### config.mk
export PLATFORM = sky130hd
export DESIGN_NAME = srp_core
export DESIGN_NICKNAME = d
export VERILOG_FILES = /design/src/verilog/srp_regfile.v /design/src/verilog/srp_core.v
export VERILOG_INCLUDE_DIRS = /design/src /design/src/verilog
export SDC_FILE = /design/constraint.sdc
export NUM_CORES = 1
export LEC_CHECK = 0
export BUFFER_PORTS_ARGS = -buffer_cell sky130_fd_sc_hd__buf_2
export CAP_MARGIN = 20
export CORE_MARGIN = 1.5
export CORE_UTILIZATION = 55
export DETAILED_ROUTE_END_ITERATION = 7
export GPL_TIMING_DRIVEN = 0
export HOLD_SLACK_MARGIN = 0.02
export PLACE_DENSITY = 0.73
export SKIP_LAST_GASP = 1
export SLEW_MARGIN = 20
export SYNTH_ARGS = -nofsm -noshare
export SYNTH_HDL_FRONTEND = slang
export SYNTH_HIERARCHICAL = 1
export SYNTH_SLANG_ARGS = --single-unit
### constraint.sdc
create_clock -name ref_clk -period 3.35 [get_ports ref_clk]
set_clock_uncertainty 0.05 [all_clocks]
set_input_delay 0.5025 -clock ref_clk [delete_from_list [all_inputs] [get_ports ref_clk]]
set_output_delay 0.5025 -clock ref_clk [all_outputs]
set_load 0.02 [all_outputs]
### src/verilog/srp_defines.vh
// Constants for the shift, rotate and port transfer core
`ifndef SRP_DEFINES_VH
`define SRP_DEFINES_VH
`define SRP_OPC_HI 17
`define SRP_OPC_LO 13
`define SRP_REG_HI 12
`define SRP_REG_LO 8
`define SRP_SUB_HI 7
`define SRP_SUB_LO 3
`define SRP_VAR_HI 2
`define SRP_VAR_LO 0
`define SRP_OPC_SHIFT 5'h14
`define SRP_SUB_RIGHT 5'h01
`define SRP_SUB_LEFT 5'h00
`define SRP_V_FILL_ZERO 3'h6
`define SRP_V_FILL_ONE 3'h7
`define SRP_VR_EXTEND 3'h2
`define SRP_VR_ROTATE 3'h4
`define SRP_VL_EXTEND 3'h4
`define SRP_VL_ROTATE 3'h2
`define SRP_V_CARRY 3'h0
`define SRP_RST_HOLD 2
`endif

### src/verilog/srp_regfile.v
// Register file with registered read port
`timescale 1ns/1ns
`default_nettype none
module srp_regfile #(
    parameter AW = 5,
    parameter DW = 8
) (
    input wire ref_clk,
    input wire we,
    input wire [AW-1:0] waddr,
    input wire [DW-1:0] wdata,
    input wire [AW-1:0] raddr,
    output reg [DW-1:0] rdata
);
    reg [DW-1:0] mem [0:(1<<AW)-1];
    always @(posedge ref_clk)
    begin
        if (we)
            mem[waddr] <= wdata;
        rdata <= mem[raddr];
    end
endmodule // srp_regfile
`default_nettype wire

### src/verilog/srp_core.v
// Shift and rotate execution, port transfers and internal reset filter
`timescale 1ns/1ns
`default_nettype none
`include "srp_defines.vh"
module srp_core #(
    parameter RST_HOLD = `SRP_RST_HOLD
) (
    input wire ref_clk,
    input wire arst_n,
    input wire reset,
    input wire [17:0] instr,
    input wire instr_valid,
    input wire port_read,
    input wire port_write,
    input wire [4:0] port_reg,
    input wire [7:0] port_addr,
    input wire [7:0] in_data,
    output reg busy_q,
    output reg [7:0] port_select_q,
    output reg [7:0] out_data_q,
    output reg read_strobe_q,
    output reg write_strobe_q,
    output reg carry_q,
    output reg zero_q,
    output reg int_reset_q
);
    localparam ST_IDLE = 2'h0;
    localparam ST_RD = 2'h1;
    localparam ST_WR = 2'h2;
    localparam ST_SH = 2'h3;

    reg rst_s1_q;
    reg rst_s2_q;
    reg [1:0] hold_q;
    reg [1:0] state_q;
    reg [1:0] state_d;
    reg [1:0] phase_q;
    reg [4:0] reg_q;
    reg [2:0] var_q;
    reg right_q;
    reg sh_start;
    reg rd_start;
    reg wr_start;
    reg we;
    reg [7:0] wdata;
    reg [8:0] sh_res;
    wire [7:0] rdata;
    wire dec_right;
    wire dec_left;

    // Reset input is a pin: two flops, then hold counter
    always @(posedge ref_clk or negedge arst_n)
    begin
        if (!arst_n)
        begin
            rst_s1_q <= 1'b1;
            rst_s2_q <= 1'b1;
            hold_q <= 2'h0;
            int_reset_q <= 1'b1;
        end
        else
        begin
            rst_s1_q <= reset;
            rst_s2_q <= rst_s1_q;
            // Starts asserted, so a tied-low input still gives a clean start
            if (rst_s2_q)
            begin
                hold_q <= 2'h0;
                int_reset_q <= 1'b1;
            end
            else if (hold_q < RST_HOLD[1:0])
            begin
                hold_q <= hold_q + 2'h1;
                int_reset_q <= 1'b1;
            end
            else
                int_reset_q <= 1'b0;
        end
    end

    function [8:0] shift_op;
        input right;
        input [2:0] v;
        input [7:0] a;
        input c;
        reg fill;
        begin
            fill = 1'b0;
            if (right)
            begin
                if (v == `SRP_V_FILL_ONE)
                    fill = 1'b1;
                else if (v == `SRP_VR_EXTEND)
                    fill = a[7];
                else if (v == `SRP_VR_ROTATE)
                    fill = a[0];
                else if (v == `SRP_V_CARRY)
                    fill = c;
                shift_op = {a[0], fill, a[7:1]};
            end
            else
            begin
                if (v == `SRP_V_FILL_ONE)
                    fill = 1'b1;
                else if (v == `SRP_VL_EXTEND)
                    fill = a[0];
                else if (v == `SRP_VL_ROTATE)
                    fill = a[7];
                else if (v == `SRP_V_CARRY)
                    fill = c;
                shift_op = {a[7], a[6:0], fill};
            end
        end
    endfunction

    function valid_var;
        input right;
        input [2:0] v;
        begin
            // Extend and rotate codes swap between the two directions
            valid_var = (v == `SRP_V_FILL_ZERO) || (v == `SRP_V_FILL_ONE) ||
                (v == `SRP_V_CARRY) ||
                (right ? (v == `SRP_VR_EXTEND) || (v == `SRP_VR_ROTATE)
                    : (v == `SRP_VL_EXTEND) || (v == `SRP_VL_ROTATE));
        end
    endfunction

    assign dec_right = instr[`SRP_OPC_HI:`SRP_OPC_LO] == `SRP_OPC_SHIFT &&
        instr[`SRP_SUB_HI:`SRP_SUB_LO] == `SRP_SUB_RIGHT &&
        valid_var(1'b1, instr[`SRP_VAR_HI:`SRP_VAR_LO]);
    assign dec_left = instr[`SRP_OPC_HI:`SRP_OPC_LO] == `SRP_OPC_SHIFT &&
        instr[`SRP_SUB_HI:`SRP_SUB_LO] == `SRP_SUB_LEFT &&
        valid_var(1'b0, instr[`SRP_VAR_HI:`SRP_VAR_LO]);

    always @*
    begin
        state_d = state_q;
        sh_start = 1'b0;
        rd_start = 1'b0;
        wr_start = 1'b0;
        we = 1'b0;
        wdata = in_data;
        sh_res = shift_op(right_q, var_q, rdata, carry_q);
        case (state_q)
            ST_IDLE:
            begin
                // Port read wins over write, write over shift
                if (port_read)
                begin
                    rd_start = 1'b1;
                    state_d = ST_RD;
                end
                else if (port_write)
                begin
                    wr_start = 1'b1;
                    state_d = ST_WR;
                end
                else if (instr_valid && (dec_right || dec_left))
                begin
                    sh_start = 1'b1;
                    state_d = ST_SH;
                end
            end
            ST_RD:
                if (phase_q == 2'h1)
                begin
                    we = 1'b1;
                    state_d = ST_IDLE;
                end
            ST_WR:
                if (phase_q == 2'h1)
                    state_d = ST_IDLE;
            ST_SH:
                if (phase_q == 2'h1)
                begin
                    we = 1'b1;
                    wdata = sh_res[7:0];
                    state_d = ST_IDLE;
                end
            default:
                state_d = ST_IDLE;
        endcase
    end

    srp_regfile #(
        .AW(5),
        .DW(8)
    ) u_rf (
        .ref_clk(ref_clk),
        .we(we),
        .waddr(reg_q),
        .wdata(wdata),
        .raddr(state_q == ST_IDLE ? (port_write ? port_reg :
            instr[`SRP_REG_HI:`SRP_REG_LO]) : reg_q),
        .rdata(rdata)
    );

    always @(posedge ref_clk or negedge arst_n)
    begin
        if (!arst_n)
        begin
            state_q <= ST_IDLE;
            phase_q <= 2'h0;
            reg_q <= 5'h00;
            var_q <= 3'h0;
            right_q <= 1'b0;
            busy_q <= 1'b0;
            port_select_q <= 8'h00;
            out_data_q <= 8'h00;
            read_strobe_q <= 1'b0;
            write_strobe_q <= 1'b0;
            carry_q <= 1'b0;
            zero_q <= 1'b0;
        end
        else if (int_reset_q || rst_s2_q)
        begin
            // Sampled input used too, so no pulse rises with the reset
            state_q <= ST_IDLE;
            phase_q <= 2'h0;
            busy_q <= 1'b0;
            read_strobe_q <= 1'b0;
            write_strobe_q <= 1'b0;
            carry_q <= 1'b0;
            zero_q <= 1'b0;
        end
        else
        begin
            state_q <= state_d;
            phase_q <= (state_q == ST_IDLE || state_d == ST_IDLE) ? 2'h0 :
                phase_q + 2'h1;
            busy_q <= state_d != ST_IDLE;
            read_strobe_q <= 1'b0;
            write_strobe_q <= 1'b0;
            if (rd_start || wr_start)
            begin
                reg_q <= port_reg;
                port_select_q <= port_addr; // Held both cycles
            end
            if (sh_start)
            begin
                reg_q <= instr[`SRP_REG_HI:`SRP_REG_LO];
                var_q <= instr[`SRP_VAR_HI:`SRP_VAR_LO];
                right_q <= dec_right;
            end
            // One-cycle pulse in the second transfer cycle
            if (state_q == ST_RD && phase_q == 2'h0)
                read_strobe_q <= 1'b1;
            if (state_q == ST_WR && phase_q == 2'h0)
                write_strobe_q <= 1'b1;
            // Read data comes out a cycle late, so latch it in cycle one
            if (state_q == ST_WR && phase_q == 2'h0)
                out_data_q <= rdata;
            if (state_q == ST_SH && phase_q == 2'h1)
            begin
                carry_q <= sh_res[8];
                zero_q <= sh_res[7:0] == 8'h00;
            end
        end
    end
endmodule // srp_core
`default_nettype wire

==> results by group <==
Power and ir drop
  • Power, Total: 8390 uW
  • Clock power frac: 37.5%
  • Sequential power share: 51.7%
  • P per Cell Area: 608 nW/um2
  • Max VDD drop: 360 uV
  • Sw frac: 23.1%
  • Leakage: 0.00478 uW
  • Cell Int Power: 6460 uW
  • Total net switching power: 1940 uW
  • Comb power frac: 10.8%

CTS
  • CTS Root Cell: clkbuf_16
  • CTS tree: built
  • Clock slew at reported path FFs: 60 ps
  • Max Buffers Root-to-Sink: 3
  • TritonCTS Buffers: 30
  • Clk_lat worst skew: 550 ps
  • H-tree depth: 1
  • CTS sink count: 303

Worst setup path
  • Slowest stage delay, CP: 550 ps
  • Worst path depth: 9
  • CP Launch Type: flop
  • Top Family by Delay on Critical Path: multiplexers
  • Reg-to-reg endpoint: u_rf/rdata[0]$_DFF_P_
  • Slowest CP cell: mux4_2
  • Critical path endpoint category: flop
  • R2R depth: 9
  • WS Path Type: flop to flop
  • Cell Chain, Critical Path: nor2_1 -> clkbuf_2 -> nor2_1 -> a21oi_1 -> clkbuf_2 -> buf_2 -> mux4_2 -> mux4_2 -> mux2_2
  • Crit path from: state_q[0]$_DFF_PN0_
  • WP data arrival: 3610 ps
  • CP required: 3730 ps
  • Reg2reg start: state_q[0]$_DFF_PN0_
  • Crit path max fanout: 10
  • Crit path buffers/inverters: 3
  • CP Capture Point: u_rf/rdata[0]$_DFF_P_
  • Flop-to-flop setup slack: 120 ps

Yosys
  • Primary FF master, synth: edfxtp_1
  • Post-Synth XOR/XNOR Area: 0.0728%
  • Yosys warnings: 6
  • List of most frequent post-synthesis cells: 256 x edfxtp_1, 80 x mux4_2, 48 x nor2_1
  • Post-synthesis compound-gate area fraction: 1.76%
  • Library cells used by synthesis: 48
  • Asr flop ratio synth: 12.9%
  • Largest family of logic cells by synthesized area: multiplexers
  • Simple-Gate Fraction of Synth Area: 4.46%
  • Flops & latches, synth: 303
  • Syn Std Cell Area: 12000 um2
  • Synth top area share: 63.9%
  • Adder-Cell Fraction of Synth Area: 0.208%
  • Gate count of the mapped netlist: 591
  • Largest area contributor in the netlist: edfxtp_1
  • Synth area leaders: edfxtp_1 64%, mux4_2 15%, dfrtp_1 7.5%
  • Sequential area share after synthesis: 73.4%
  • Mapped Nets: 638
  • Multiplexer area fraction after synthesis: 18.8%
  • Mean area per synthesized cell: 20.4 um2
  • Post-synth EDFFs: 256
  • Count leader, synth: edfxtp_1

Routing
  • Via density: 6.11
  • Starting DRT DRC Count: 594
  • ANT nets after route: 0
  • WL final: 24.6 mm
  • DR pass1 iterations: 6
  • Drt wl/cell: 24.8 um
  • Post-route DRC: 0
  • Via count: 6059

Die
  • Die X: 151 um
  • # IOs: 67
  • Starting density of the core: 56.7%
  • Die H: 151 um
  • Die ar.: 22800 um2
  • Core Region: 21200 um2
  • Core Rows: 53

Global route
  • GR Util All Layers: 22.3%
  • First-pass GRT wire length: 37.0 mm
  • Vias in the first global route: 6237
  • Largest net degree at the start of global routing: 40
  • Initial antenna violation count: 0
  • Gr ovfl total: 0

STA
  • Slew headroom: 39.4%
  • Post-route minimum period: 3230 ps
  • Unrepaired setup endpoints after global routing: no
  • Max-slew violations: 0
  • Worst-margin pin slew: 906 ps
  • Final Hold Vio Count: 0
  • Highest clock rate: 310 MHz
  • Hold slack: 16.1 ps
  • Final setup fails: 0
  • Post-route clock period utilization: 96.4%

Layout
  • Area grow syn2layout: 14.7%
  • Nets@finish: 740
  • Final core utilization: 65.1%
  • Fill cells: 1401
  • ANT cells: 0
  • Layout cells sized above 1: 36.0%

Flow run
  • Maxcap violations: 0

Placed design
  • Hpwl dp: 17.0 mm
  • I/O Buffers: 65
  • Global placement routability congestion: 0.913

Status
  • Outcome: complete, no violations

Worst hold path
  • HP Class: input pin to asynchronous set/reset pin
power by group through the flow:
stage	logic, uW	registers, uW	clock network, uW
global route	968	4350	3330
floorplan	532	4430	0
finish	909	4340	3150
detailed placement	900	4420	0
global placement	848	4410	0
CTS	910	4340	3200
state kept, by name, summed over array words and instances (netlist names), 2 cells and up:
register / flops
hold_q: 2
out_data_q: 8
phase_q: 2
port_select_q: 8
reg_q: 5
shift_op.v: 3
state_q: 2
u_rf/mem: 256
u_rf/rdata: 8
layer usage:
| layer | vias to the layer above | share of wire (%) | GRT usage, % |
|---|---|---|---|
| li1 | 2624 | - | - |
| met3 | 43 | 8.0 | 3.55 |
| met1 | 3123 | 41 | 31.2 |
| met4 | 0 | 2.2 | 6.12 |
| met5 | - | 0 | 0 |
| met2 | 269 | 49 | 36.9 |
logic make-up (layout without fill, tap and decap cells):
family	after synthesis	in the layout
muxes	122	122
xor gates and xnor gates	1	1
AOI/OAI and AO/OA	31	31
and+or+nand+nor	101	101
DFF	303	303
buffers and inverters	31	156
adders and majority gates	2	2
what timing repair did:
item	CTS	global route
endpoints found under the setup margin	8	8
endpoints found under the hold margin	1	0
pin swaps	0	0
hold buffers	1	0
resized for setup	7	7
setup buffers	0	0
worst reg2reg max path, cell delays in order (launching register included):
cell and delay [ps]:
dfrtp_1 430, nor2_1 260, clkbuf_2 260, nor2_1 60, a21oi_1 120, clkbuf_2 320, buf_2 360, mux4_2 410
mux4_2 550, mux2_2 300
stage by stage:
step	std cells	instance area, um2	TNS, ps	setup WS (ps)
floorplan	591	12000	0	396
global placement	931	12700	-232350	-1260
detailed placement	935	12800	-4000	-543
CTS	991	13800	0	7.45
global route	991	13800	0	0.488
finish	991	13800	0	121
cell usage in the layout, fill, tap and decap left out, drive strengths merged, types with 4 or more instances in the layout:
cell      count
a21oi         8
buf          84
clkbuf       56
clkinv        5
clkinvlp      4
dfrtp        36
dfxtp         8
edfxtp      256
inv           5
mux2         26
mux2i        16
mux4         80
nand2        14
nand3         4
nand3b        5
nor2         48
o21ai        10
o221a         5
or3           6
area by class of cell:
type	instances	area (um2)	share of cell area, %
plain buffers	26	164	1.19
clock buffers	45	858	6.22
clock inverters	10	81.3	0.589
inverters	5	18.8	0.136
multi-input cells	257	3120	22.6
flip-flops and latches	303	8830	63.9
well taps	275	344	2.49
repair buffers	70	388	2.81
how the worst min path moves through the flow:
stage	from	to	slack (ps)	depth (start not counted)
finish	arst_n	port_select_q[6]$_DFFE_PN0P_	20	1
global route	arst_n	reg_q[0]$_DFFE_PN0P_	70	1
CTS	arst_n	port_select_q[6]$_DFFE_PN0P_	20	1
detailed placement	rst_s1_q$_DFF_PN1_	rst_s2_q$_DFF_PN1_	310	0
global placement	rst_s1_q$_DFF_PN1_	rst_s2_q$_DFF_PN1_	300	0
floorplan	arst_n	busy_q$_DFF_PN0_	160	0
No activity file was read; power rests on OpenSTA's default activity.
